**config.mk**
```make
export PLATFORM = sky130hd
export DESIGN_NAME = lane_control_regs
export DESIGN_NICKNAME = d
export VERILOG_FILES = /design/src/hw/lane_control_pkg.sv /design/src/hw/lane_control_regs.sv
export SDC_FILE = /design/constraint.sdc
export NUM_CORES = 1
export LEC_CHECK = 0
export BUFFER_PORTS_ARGS = -buffer_cell sky130_fd_sc_hd__buf_2
export CORE_ASPECT_RATIO = 1.75
export CORE_MARGIN = 10
export CORE_UTILIZATION = 47
export DETAILED_ROUTE_END_ITERATION = 8
export PLACE_DENSITY = 0.95
export SYNTH_ARGS = -nofsm -noshare
export SYNTH_HDL_FRONTEND = slang
export SYNTH_SLANG_ARGS = --single-unit
```
**constraint.sdc**
```tcl
create_clock -name clk_sys -period 4 [get_ports clk_sys]
set_clock_uncertainty 0.05 [all_clocks]
set_input_delay 0.8 -clock clk_sys [delete_from_list [all_inputs] [get_ports clk_sys]]
set_output_delay 0.8 -clock clk_sys [all_outputs]
set_load 0.02 [all_outputs]
```
**src/hw/lane_control_pkg.sv**
```systemverilog
// Constants for the lane 4 and lane 5 control register bank
package lane_control_pkg;

	// Register bus
	localparam int              ADDR_W              = 8;
	localparam int              DATA_W              = 32;
	localparam int              STRB_W              = DATA_W / 8;

	// Lane slots held by this bank: slot 0 is lane 4, slot 1 is lane 5
	localparam int              SLOT_COUNT          = 2;
	localparam int              SLOT_W              = 2;

	// Byte offsets, one aligned word each
	localparam logic [7:0]      LANE4_CONTROL_OFFSET = 8'h14;
	localparam logic [7:0]      LANE5_CONTROL_OFFSET = 8'h18;

	// Field positions inside each lane control register
	localparam int              INVERT_BIT          = 0;
	localparam int              POWER_OFF_BIT       = 1;
	localparam int              RESERVE_BIT         = 2;
	localparam int              FIELD_W             = 3;

	// Reset values of the fields
	localparam logic            INVERT_RESET        = 1'b0;
	localparam logic            POWER_OFF_RESET     = 1'b0;
	localparam logic            RESERVE_RESET       = 1'b1;

	// Power-down vector
	localparam int              POWER_VEC_W         = 8;
	localparam int              LANE4_VEC_INDEX     = 4;
	localparam int              LANE5_VEC_INDEX     = 5;

	// Read value of unmapped space and of the upper bits
	localparam logic [31:0]     READ_ZERO           = 32'h0000_0000;

endpackage : lane_control_pkg

```
**src/hw/lane_control_regs.sv**
```systemverilog
// Lane 4 and lane 5 control registers with APB slave, power-down vector and polarity inversion
//
// Contract
// - Separate control registers for lane 4 and lane 5, each with three bits.
// - Bit 2 is a read-write reserve bit, reset to one.
// - Bit 1 is read-write power-down: zero normal, one powered down; resets zero.
// - Stored power-down bit drives its own element of the lane power-down vector.
// - Transport layer treats a powered-down lane as fallen back.
// - Bit 0 is read-write polarity control, reset zero; one inverts all received bits.
//
// Our own choice: register access over APB.
`timescale 1ns/100ps

module lane_control_regs
	import lane_control_pkg::*;
#(
	parameter int RX_DATA_W = 32
) (
	input  wire logic                    clk_sys,
	input  wire logic                    rst,
	input  wire logic                    clkEn,
	// APB slave
	input  wire logic                    psel,
	input  wire logic                    penable,
	input  wire logic                    pwrite,
	input  wire logic [ADDR_W-1:0]       paddr,
	input  wire logic [DATA_W-1:0]       pwdata,
	input  wire logic [STRB_W-1:0]       pstrb,
	output logic      [DATA_W-1:0]       prdata,
	output logic                         pready,
	output logic                         pslverr,
	// Lane power-down vector toward the transceiver reset logic
	output logic      [POWER_VEC_W-1:0]  lanePowerDown,
	// Received data, lane 4
	input  wire logic [RX_DATA_W-1:0]    rxData4,
	input  wire logic                    rxValid4,
	output logic      [RX_DATA_W-1:0]    rxDataOut4,
	output logic                         rxValidOut4,
	// Received data, lane 5
	input  wire logic [RX_DATA_W-1:0]    rxData5,
	input  wire logic                    rxValid5,
	output logic      [RX_DATA_W-1:0]    rxDataOut5,
	output logic                         rxValidOut5,
	// Transport layer view of the lanes
	output logic      [SLOT_COUNT-1:0]   laneFallback,
	output logic      [SLOT_W-1:0]       activeLaneCount
);

	// Stored fields, one element per lane slot
	logic [SLOT_COUNT-1:0]  laneReserveBit;
	logic [SLOT_COUNT-1:0]  lanePowerOffCtl;
	logic [SLOT_COUNT-1:0]  laneInvertCtl;

	// Bus decode
	logic                   setupPhase;
	logic                   accessPhase;
	logic [SLOT_COUNT-1:0]  slotHit;
	logic                   anyHit;
	logic                   writeLow;
	logic [DATA_W-1:0]      next_prdata;

	// Per-slot data path
	logic [RX_DATA_W-1:0]   rxDataIn   [SLOT_COUNT];
	logic                   rxValidIn  [SLOT_COUNT];
	logic [RX_DATA_W-1:0]   rxDataReg  [SLOT_COUNT];
	logic                   rxValidReg [SLOT_COUNT];

	assign rxDataIn[0]  = rxData4;
	assign rxDataIn[1]  = rxData5;
	assign rxValidIn[0] = rxValid4;
	assign rxValidIn[1] = rxValid5;

	// Phases of an APB transfer
	assign setupPhase  = psel && !penable;
	assign accessPhase = psel && penable;

	// Address decode, one register per lane
	always_comb begin
		slotHit    = '0;
		slotHit[0] = (paddr == LANE4_CONTROL_OFFSET[ADDR_W-1:0]);
		slotHit[1] = (paddr == LANE5_CONTROL_OFFSET[ADDR_W-1:0]);
	end

	assign anyHit = |slotHit;

	// All three fields live in byte lane 0
	assign writeLow = pstrb[0];

	// Read data assembled from the addressed lane
	always_comb begin
		next_prdata = READ_ZERO;
		for (int s = 0; s < SLOT_COUNT; s++) begin
			if (slotHit[s]) begin
				next_prdata[RESERVE_BIT]   = laneReserveBit[s];
				next_prdata[POWER_OFF_BIT] = lanePowerOffCtl[s];
				next_prdata[INVERT_BIT]    = laneInvertCtl[s];
			end
		end
	end

	// Ready only while the clock enable lets the access complete
	assign pready = accessPhase && clkEn;

	// Read data captured in the setup cycle so it comes from flip-flops
	always_ff @(posedge clk_sys or posedge rst) begin
		if (rst) begin
			prdata <= READ_ZERO;
		end else if (clkEn && setupPhase) begin
			prdata <= pwrite ? READ_ZERO : next_prdata;
		end
	end

	// Unmapped addresses answer with an error, nothing is stored
	always_ff @(posedge clk_sys or posedge rst) begin
		if (rst) begin
			pslverr <= 1'b0;
		end else if (clkEn && setupPhase) begin
			pslverr <= !anyHit;
		end
	end

	// Writes land only at the completing edge; upper bits are never stored
	generate
		for (genvar s = 0; s < SLOT_COUNT; s++) begin : gSlot
			logic takeWrite;

			assign takeWrite = accessPhase && pwrite && slotHit[s] && writeLow;

			// One slot per lane keeps both lanes identical by construction
			lane_slot #(
				.RX_DATA_W   (RX_DATA_W)
			) slotInst (
				.clk_sys     (clk_sys),
				.rst         (rst),
				.clkEn       (clkEn),
				.takeWrite   (takeWrite),
				.wrData      (pwdata),
				.rxDataIn    (rxDataIn[s]),
				.rxValidIn   (rxValidIn[s]),
				.reserveBit  (laneReserveBit[s]),
				.powerOffCtl (lanePowerOffCtl[s]),
				.invertCtl   (laneInvertCtl[s]),
				.rxDataOut   (rxDataReg[s]),
				.rxValidOut  (rxValidReg[s])
			);
		end
	endgenerate

	assign rxDataOut4  = rxDataReg[0];
	assign rxDataOut5  = rxDataReg[1];
	assign rxValidOut4 = rxValidReg[0];
	assign rxValidOut5 = rxValidReg[1];

	// Only lanes 4 and 5 belong to this bank; other elements stay low
	always_comb begin
		lanePowerDown                  = '0;
		lanePowerDown[LANE4_VEC_INDEX] = lanePowerOffCtl[0];
		lanePowerDown[LANE5_VEC_INDEX] = lanePowerOffCtl[1];
	end

	// Fallback marks and count of lanes still carrying data
	assign laneFallback = lanePowerOffCtl;

	always_comb begin
		activeLaneCount = '0;
		for (int s = 0; s < SLOT_COUNT; s++) begin
			if (!lanePowerOffCtl[s]) begin
				activeLaneCount = activeLaneCount + SLOT_W'(1);
			end
		end
	end

endmodule : lane_control_regs

// Control fields and receive stage of one lane
module lane_slot
	import lane_control_pkg::*;
#(
	parameter int RX_DATA_W = 32
) (
	input  wire logic                  clk_sys,
	input  wire logic                  rst,
	input  wire logic                  clkEn,
	input  wire logic                  takeWrite,
	input  wire logic [DATA_W-1:0]     wrData,
	input  wire logic [RX_DATA_W-1:0]  rxDataIn,
	input  wire logic                  rxValidIn,
	output logic                       reserveBit,
	output logic                       powerOffCtl,
	output logic                       invertCtl,
	output logic      [RX_DATA_W-1:0]  rxDataOut,
	output logic                       rxValidOut
);

	// Next values of the stored fields
	logic                  next_reserveBit;
	logic                  next_powerOffCtl;
	logic                  next_invertCtl;

	// Next values of the receive stage
	logic [RX_DATA_W-1:0]  next_rxDataOut;
	logic                  next_rxValidOut;

	// Only the three low bits are ever looked at
	always_comb begin
		next_reserveBit = reserveBit;
		if (takeWrite) begin
			next_reserveBit = wrData[RESERVE_BIT];
		end
	end

	always_comb begin
		next_powerOffCtl = powerOffCtl;
		if (takeWrite) begin
			next_powerOffCtl = wrData[POWER_OFF_BIT];
		end
	end

	always_comb begin
		next_invertCtl = invertCtl;
		if (takeWrite) begin
			next_invertCtl = wrData[INVERT_BIT];
		end
	end

	always_ff @(posedge clk_sys or posedge rst) begin
		if (rst) begin
			reserveBit <= RESERVE_RESET;
		end else if (clkEn) begin
			reserveBit <= next_reserveBit;
		end
	end

	always_ff @(posedge clk_sys or posedge rst) begin
		if (rst) begin
			powerOffCtl <= POWER_OFF_RESET;
		end else if (clkEn) begin
			powerOffCtl <= next_powerOffCtl;
		end
	end

	always_ff @(posedge clk_sys or posedge rst) begin
		if (rst) begin
			invertCtl <= INVERT_RESET;
		end else if (clkEn) begin
			invertCtl <= next_invertCtl;
		end
	end

	// Zeroed data keeps a fallen-back lane from leaking stale words
	always_comb begin
		next_rxDataOut = rxDataIn ^ {RX_DATA_W{invertCtl}};
		if (powerOffCtl) begin
			next_rxDataOut = '0;
		end
	end

	always_comb begin
		next_rxValidOut = rxValidIn && !powerOffCtl;
	end

	// Inversion applies from the cycle after the write; one register stage of latency
	always_ff @(posedge clk_sys or posedge rst) begin
		if (rst) begin
			rxDataOut <= '0;
		end else if (clkEn) begin
			rxDataOut <= next_rxDataOut;
		end
	end

	// A fallen-back lane carries no valid data
	always_ff @(posedge clk_sys or posedge rst) begin
		if (rst) begin
			rxValidOut <= 1'b0;
		end else if (clkEn) begin
			rxValidOut <= next_rxValidOut;
		end
	end

endmodule : lane_slot

```
==> results.sh, run 1 <==
export IMPL_peakVddDrop_uv=337.4
export IMPL_worst_r2r_setup_slack_ns=2.21
export IMPL_fin_nets=636
export IMPL_timing_final_crit_share=0.6573
export IMPL_grt_use_met1=0.1509
export IMPL_path_class="input port to output port"
export IMPL_ctsHoldBuffers=0
export IMPL_initial_utilization=0.4825
export IMPL_final_layout_size_suffix_gt1_frac=0.3645
export IMPL_synth_top_family_by_area="buffers and inverters"
export IMPL_synth_fa_ha_area_frac=0.003279
export IMPL_synth_compound_area_frac=0.1223
export IMPL_synth_edff_count=0
export IMPL_drc=0
export IMPL_cts_htree_levels=3
export IMPL_arrival_ns=1.78
export IMPL_use_met2=0.2981
export IMPL_floorplan_rows=43
export IMPL_relSlewSlack=0.2399
export IMPL_yosys_area_share_simple=0.03738
export IMPL_grt_pass1_wl_microns=15750
export IMPL_met3_usage=0.05118
export IMPL_vias=3003
export IMPL_clock_latency_ns=0.33
export IMPL_detail_route_wl_per_cell_microns=16.99
export IMPL_grt_remaining_overflow=0
export IMPL_slew_viol_final=0
export IMPL_drtIter0Drc=116
export IMPL_mostFrequentLayoutCell="buf_2"
export IMPL_diodes=0
export IMPL_worst_slew_pin_slew_ns=1.137
export IMPL_antenna_found_initial=0
export IMPL_required_ns=3.15
export IMPL_setup_viol=0
export IMPL_start_kind="input port"
export IMPL_die_w_microns=88.12
export IMPL_dieArea_sq_um=12270
export IMPL_ys_ff_latch=76
export IMPL_post_cts_setup_buffers=0
export IMPL_ys_seq_area_frac=0.4990
export IMPL_coreArea_sq_um=7909
export IMPL_busiest_layer="met2"
export IMPL_synth_xor_area_share=0.1492
export IMPL_powerDensity_nw_per_um2=449.5
export IMPL_cts_max_path_buffers=2
export IMPL_yosysTopAreaCell="dfrtp_1"
export IMPL_reg2regPathDepth=3
export IMPL_detailed_place_hpwl_microns=8075
export IMPL_end_kind="output port"
export IMPL_hold_violations=0
export IMPL_tritoncts="yes"
export IMPL_syn_inst=373
export IMPL_cts_clk_slew_worst_paths_ns=0.06
export IMPL_cts_buffers_inserted=9
export IMPL_syn2layout_area_growth_pct=26.89
export IMPL_cts_root_buf="clkbuf_16"
export IMPL_min_period_ns=2.629
export IMPL_final_cell_mix="buf_2, dfrtp_1, inv_1"
export IMPL_grt_pass1_vias=3194
export IMPL_synth_area_sq_um=3816
export IMPL_fin_cells=614
export IMPL_grt_util_all_layers=0.1634
export IMPL_wirelength_microns=10430
export IMPL_yosys_area_top_type_share=0.4852
export IMPL_ctsResizeCount=0
export IMPL_path_max_fanout=23
export IMPL_synth_warnings=0
export IMPL_async_flop_share=1.000
export IMPL_antenna_left=0
export IMPL_fp_dieH_microns=139.2
export IMPL_dp_cells=598
export IMPL_synth_area_leaders="dfrtp_1, xnor2_1, o22ai_1"
export IMPL_gp_congestion=0.7801
export IMPL_io_pins=228
export IMPL_worst_hold_path_type="register to register"
export IMPL_min_path_cells=2
export IMPL_io_buffers=160
export IMPL_max_cap_violations=0
export IMPL_synth_ff_type="dfrtp_1"
export IMPL_ys_types=26
export IMPL_grt_max_degree=77
export IMPL_tns_ns=0
export IMPL_rsz0062_at_grt="false"
export IMPL_leakage_uw=0.002476
export IMPL_cts_sinks=76
export IMPL_clock_fmax_mhz=380.3
export IMPL_vias_per_cell=4.891
export IMPL_synth_area_per_cell_sq_um=10.23
export IMPL_muxShareOfSynthArea=0.01770
export IMPL_firstDrtPassIters=4
export IMPL_outcome="complete, no violations"
## path summary, 6_finish.rpt
kind                                                     from                         endpoint
worst min register to register                      prdata[0]                        prdata[0]
worst min-delay path                                prdata[0]                        prdata[0]
min in group asynchronous                                 rst  gSlot[1].slotInst.rxDataOut[24]
max in group asynchronous                                 rst      gSlot[1].slotInst.invertCtl
worst max register to register  gSlot[1].slotInst.powerOffCtl  gSlot[1].slotInst.rxDataOut[27]
worst max-delay path                                    clkEn                           pready
## cells by family (layout without fill, tap and decap cells)
| kind of cell | count (synthesis) | in the layout |
|---|---|---|
| buffers and inverters | 132 | 249 |
| DFF | 76 | 76 |
| AOI/OAI and AO/OA | 73 | 73 |
| xor gates and xnor gates | 65 | 65 |
| and+or+nand+nor | 19 | 19 |
| muxes | 6 | 6 |
| adders and majority gates | 1 | 1 |
| other | 1 | 35 |
## critical path: stages
cell	delay, ns
buf_2	0.38
nand3_1	0.32
inv_1	0.11
buf_2	0.17
## synth_stat cells (2+ instances only)
library cell and instances:
dfrtp_1 74, inv_1 71, o22ai_1 66, xnor2_1 65, buf_4 39, clkbuf_1 11, nand2_1 7, buf_2 6
buf_1 5, mux2_2 4, a22oi_1 3, o41ai_1 3, dfstp_2 2, mux2_1 2, nand4b_1 2, nor2b_1 2
nor4_4 2
## power breakdown
part,internal (uW),leakage (uW),switching [uW],total [uW]
clock network,626,0.000169,309,935
logic,133,0.00138,247,380
registers,831,0.000929,31.2,862
## metrics by stage
stage          hold slack (ns)    util  area [sq um]  worst slack, ns  total power, uW
5_1_grt                 0.4524  0.6122          4842            1.289             2267
3_5_place_dp            0.4145  0.5679          4492            1.366             1257
6_report                0.4236  0.6122          4842            1.371             2177
3_3_place_gp            0.4046  0.5679          4492            1.425             1239
4_1_cts                 0.4275  0.6122          4842            1.367             2198
2_1_floorplan           0.4535       -          3944            1.215             1134
## layer usage
layer,up-vias,routed length (microns)
li1,1430,-
met1,1405,3334
met2,141,5723
met3,27,1014
met4,0,362
met5,-,0
## flip-flops by register name, indices dropped and copies added, names as in the netlist
| signal | cells |
|---|---|
| gSlot.slotInst.rxValidOut | 2 |
| pslverr | 1 |
| gSlot.slotInst.reserveBit | 2 |
| gSlot.slotInst.invertCtl | 2 |
| prdata | 3 |
| gSlot.slotInst.rxDataOut | 64 |
| gSlot.slotInst.powerOffCtl | 2 |
## final cells by class
type	count	area, sq um
well taps	90	112.6
repair buffers	162	815.8
inverters	71	266.5
flip-flops and latches	76	1907
clock inverters	6	111.4
clock buffers	10	239.0
multi-input cells	199	1390
fillers	642	3067
(Power assumes the default switching activity.)
==> run 2: changes to the inputs <==
CORE_UTILIZATION = 40   (was 47)
PLACE_DENSITY = 0.88   (was 0.95)
clock period = 2.4 ns   (was 4 ns; I/O delays follow)
==> run 2 against run 1 <==
Net effect: hold slack got worse by 0.28 ns; sequential cell count unchanged; final cell count grew 6.4%; setup slack got worse by 0.82 ns; register-to-register slack worse by 1.3 ns; via count rose by 1.9%; sequential power is 67% higher; cell area is 1.3% higher; non-clock buffer count is 7 higher; combinational power rose by 69%; critical path type is now register to output port; critical endpoint is now activeLaneCount[0]; largest power group is now registers.
==> results.sh, run 2 (synthesis gave the netlist of run 1 again) <==
export IMPL_outcome="complete, no violations"
export IMPL_post_cts_setup_buffers=0
export IMPL_cts_clk_slew_worst_paths_ns=0.06
export IMPL_firstDrtPassIters=4
export IMPL_fin_nets=643
export IMPL_powerDensity_nw_per_um2=699.3
export IMPL_mostFrequentLayoutCell="buf_2"
export IMPL_floorplan_rows=47
export IMPL_dpl_cell_area_sq_um=4601
export IMPL_wirelength_microns=10850
export IMPL_grt_util_all_layers=0.1516
export IMPL_cts_max_path_buffers=2
export IMPL_reg_largest_list="gSlot.slotInst.rxDataOut x64, prdata x3"
export IMPL_cts_buffers_inserted=9
export IMPL_fp_dieH_microns=149.2
export IMPL_crit_chain="inv_1, ha_1, buf_2"
export IMPL_cts_root_buf="clkbuf_16"
export IMPL_arrival_ns=1.32
export IMPL_detail_route_wl_per_cell_microns=16.61
export IMPL_rsz0062_at_grt="false"
export IMPL_final_util=0.5213
export IMPL_detailed_place_hpwl_microns=8727
export IMPL_ctsHoldBuffers=0
export IMPL_grt_pass1_wl_microns=16770
export IMPL_gp_congestion=0.8276
export IMPL_ctsResizeCount=0
export IMPL_tns_ns=0
export IMPL_end_kind="output port"
export IMPL_io_pins=228
export IMPL_antenna_found_initial=1
export IMPL_slew_viol_final=0
export IMPL_cp_top_family="flip-flops"
export IMPL_final_cell_mix="buf_2, dfrtp_1, inv_1"
export IMPL_max_cap_violations=0
export IMPL_clock_fmax_mhz=542.0
export IMPL_initial_utilization=0.4056
export IMPL_drc=0
export IMPL_syn2layout_area_growth_pct=28.52
export IMPL_path_buf_inv=2
export IMPL_antenna_left=0
export IMPL_cpMaxStageDelayCell="dfrtp_1"
export IMPL_path_class="register to output port"
export IMPL_cts_sinks=76
export IMPL_required_ns=1.87
export IMPL_start_kind="register"
export IMPL_relSlewSlack=0.6285
export IMPL_design_area_sq_um=4905
export IMPL_largest_reg_flops=64
export IMPL_coreArea_sq_um=9409
export IMPL_diodes=0
export IMPL_clock_latency_ns=0.32
export IMPL_cpPeakStageDelay_ns=0.43
export IMPL_path_max_fanout=6
export IMPL_worst_hold_path_type="input port to asynchronous set/reset pin"
export IMPL_hold_violations=0
export IMPL_drtIter0Drc=90
export IMPL_vias_per_cell=4.688
export IMPL_vias=3061
export IMPL_peakVddDrop_uv=381.3
export IMPL_setup_viol=0
export IMPL_final_layout_size_suffix_gt1_frac=0.3710
export IMPL_timing_final_crit_share=0.7688
export IMPL_die_w_microns=93.84
export IMPL_grt_max_degree=46
export IMPL_largest_register="gSlot.slotInst.rxDataOut"
export IMPL_leakage_uw=0.002492
export IMPL_cts_htree_levels=3
export IMPL_min_period_ns=1.845
export IMPL_tritoncts="yes"
export IMPL_dieArea_sq_um=14000
export IMPL_grt_remaining_overflow=0
export IMPL_grt_pass1_vias=3386
export IMPL_worst_slew_pin_slew_ns=0.5572
export IMPL_io_buffers=160
[run 2: changes by cell type in the layout (fill, tap and decap cells not counted)]
cell        change
buf_12          +1
buf_4           +6
bufinv_16       -2
clkbuf_1        +1
clkbuf_8        +1
clkinv_2        +1
clkinv_4        -1
clkinvlp_4      +1
inv_2           -1
[run 2: worst reg2reg max path, cell delays in order, from the launching register on]
cell     delay [ns]
dfrtp_2        0.70
buf_4          0.38
xnor2_1        0.17
o22ai_1        0.09
[run 2: final timing paths]
check	from	to	slack [ns]	depth (start not counted)
setup reg to reg	gSlot[1].slotInst.invertCtl	gSlot[1].slotInst.rxDataOut[21]	0.87	3
min in group clk_sys	rxValid5	gSlot[1].slotInst.rxValidOut	0.34	3
hold / removal	rst	gSlot[1].slotInst.rxDataOut[2]	0.14	2
setup / recovery	gSlot[0].slotInst.powerOffCtl	activeLaneCount[0]	0.55	3
max in group asynchronous	rst	gSlot[0].slotInst.rxDataOut[15]	1.57	3
hold reg to reg	prdata[1]	prdata[1]	0.43	2
[run 2: layer usage]
metal / vias to the layer above / GRT usage / part of all wire
met2: 151 / 0.2663 / 0.54
met3: 38 / 0.04486 / 0.081
met1: 1430 / 0.1440 / 0.33
met4: 2 / 0.1107 / 0.049
met5: - / 0 / 0.0017
li1: 1440 / - / -
[run 2: report_power, final]
group | total [uW] | leakage [uW] | internal [uW] | switching, uW
sequential | 1440 | 0.000929 | 1380 | 52.7
clock | 1350 | 0.000149 | 858 | 493
combinational | 641 | 0.00142 | 229 | 412
[run 2: stage by stage]
stage	power [uW]	hold WS [ns]	std cells	setup slack (ns)
global route	3605	0.1701	653	0.4854
detailed placement	2108	0.4162	637	0.2778
CTS	3482	0.1512	653	0.5371
global placement	2079	0.4089	637	0.3309
floorplan	1890	0.4535	407	0.4802
finish	3430	0.1426	653	0.5549
[run 2: final cells by class]
class,instances,area (sq um)
Multi-Input combinational cell,199,1390
Clock inverter,4,47.55
Fill cell,844,4504
Inverter,71,270.3
Sequential cell,76,1907
Clock buffer,12,256.5
Tap cell,122,152.6
Timing Repair Buffer,169,880.8
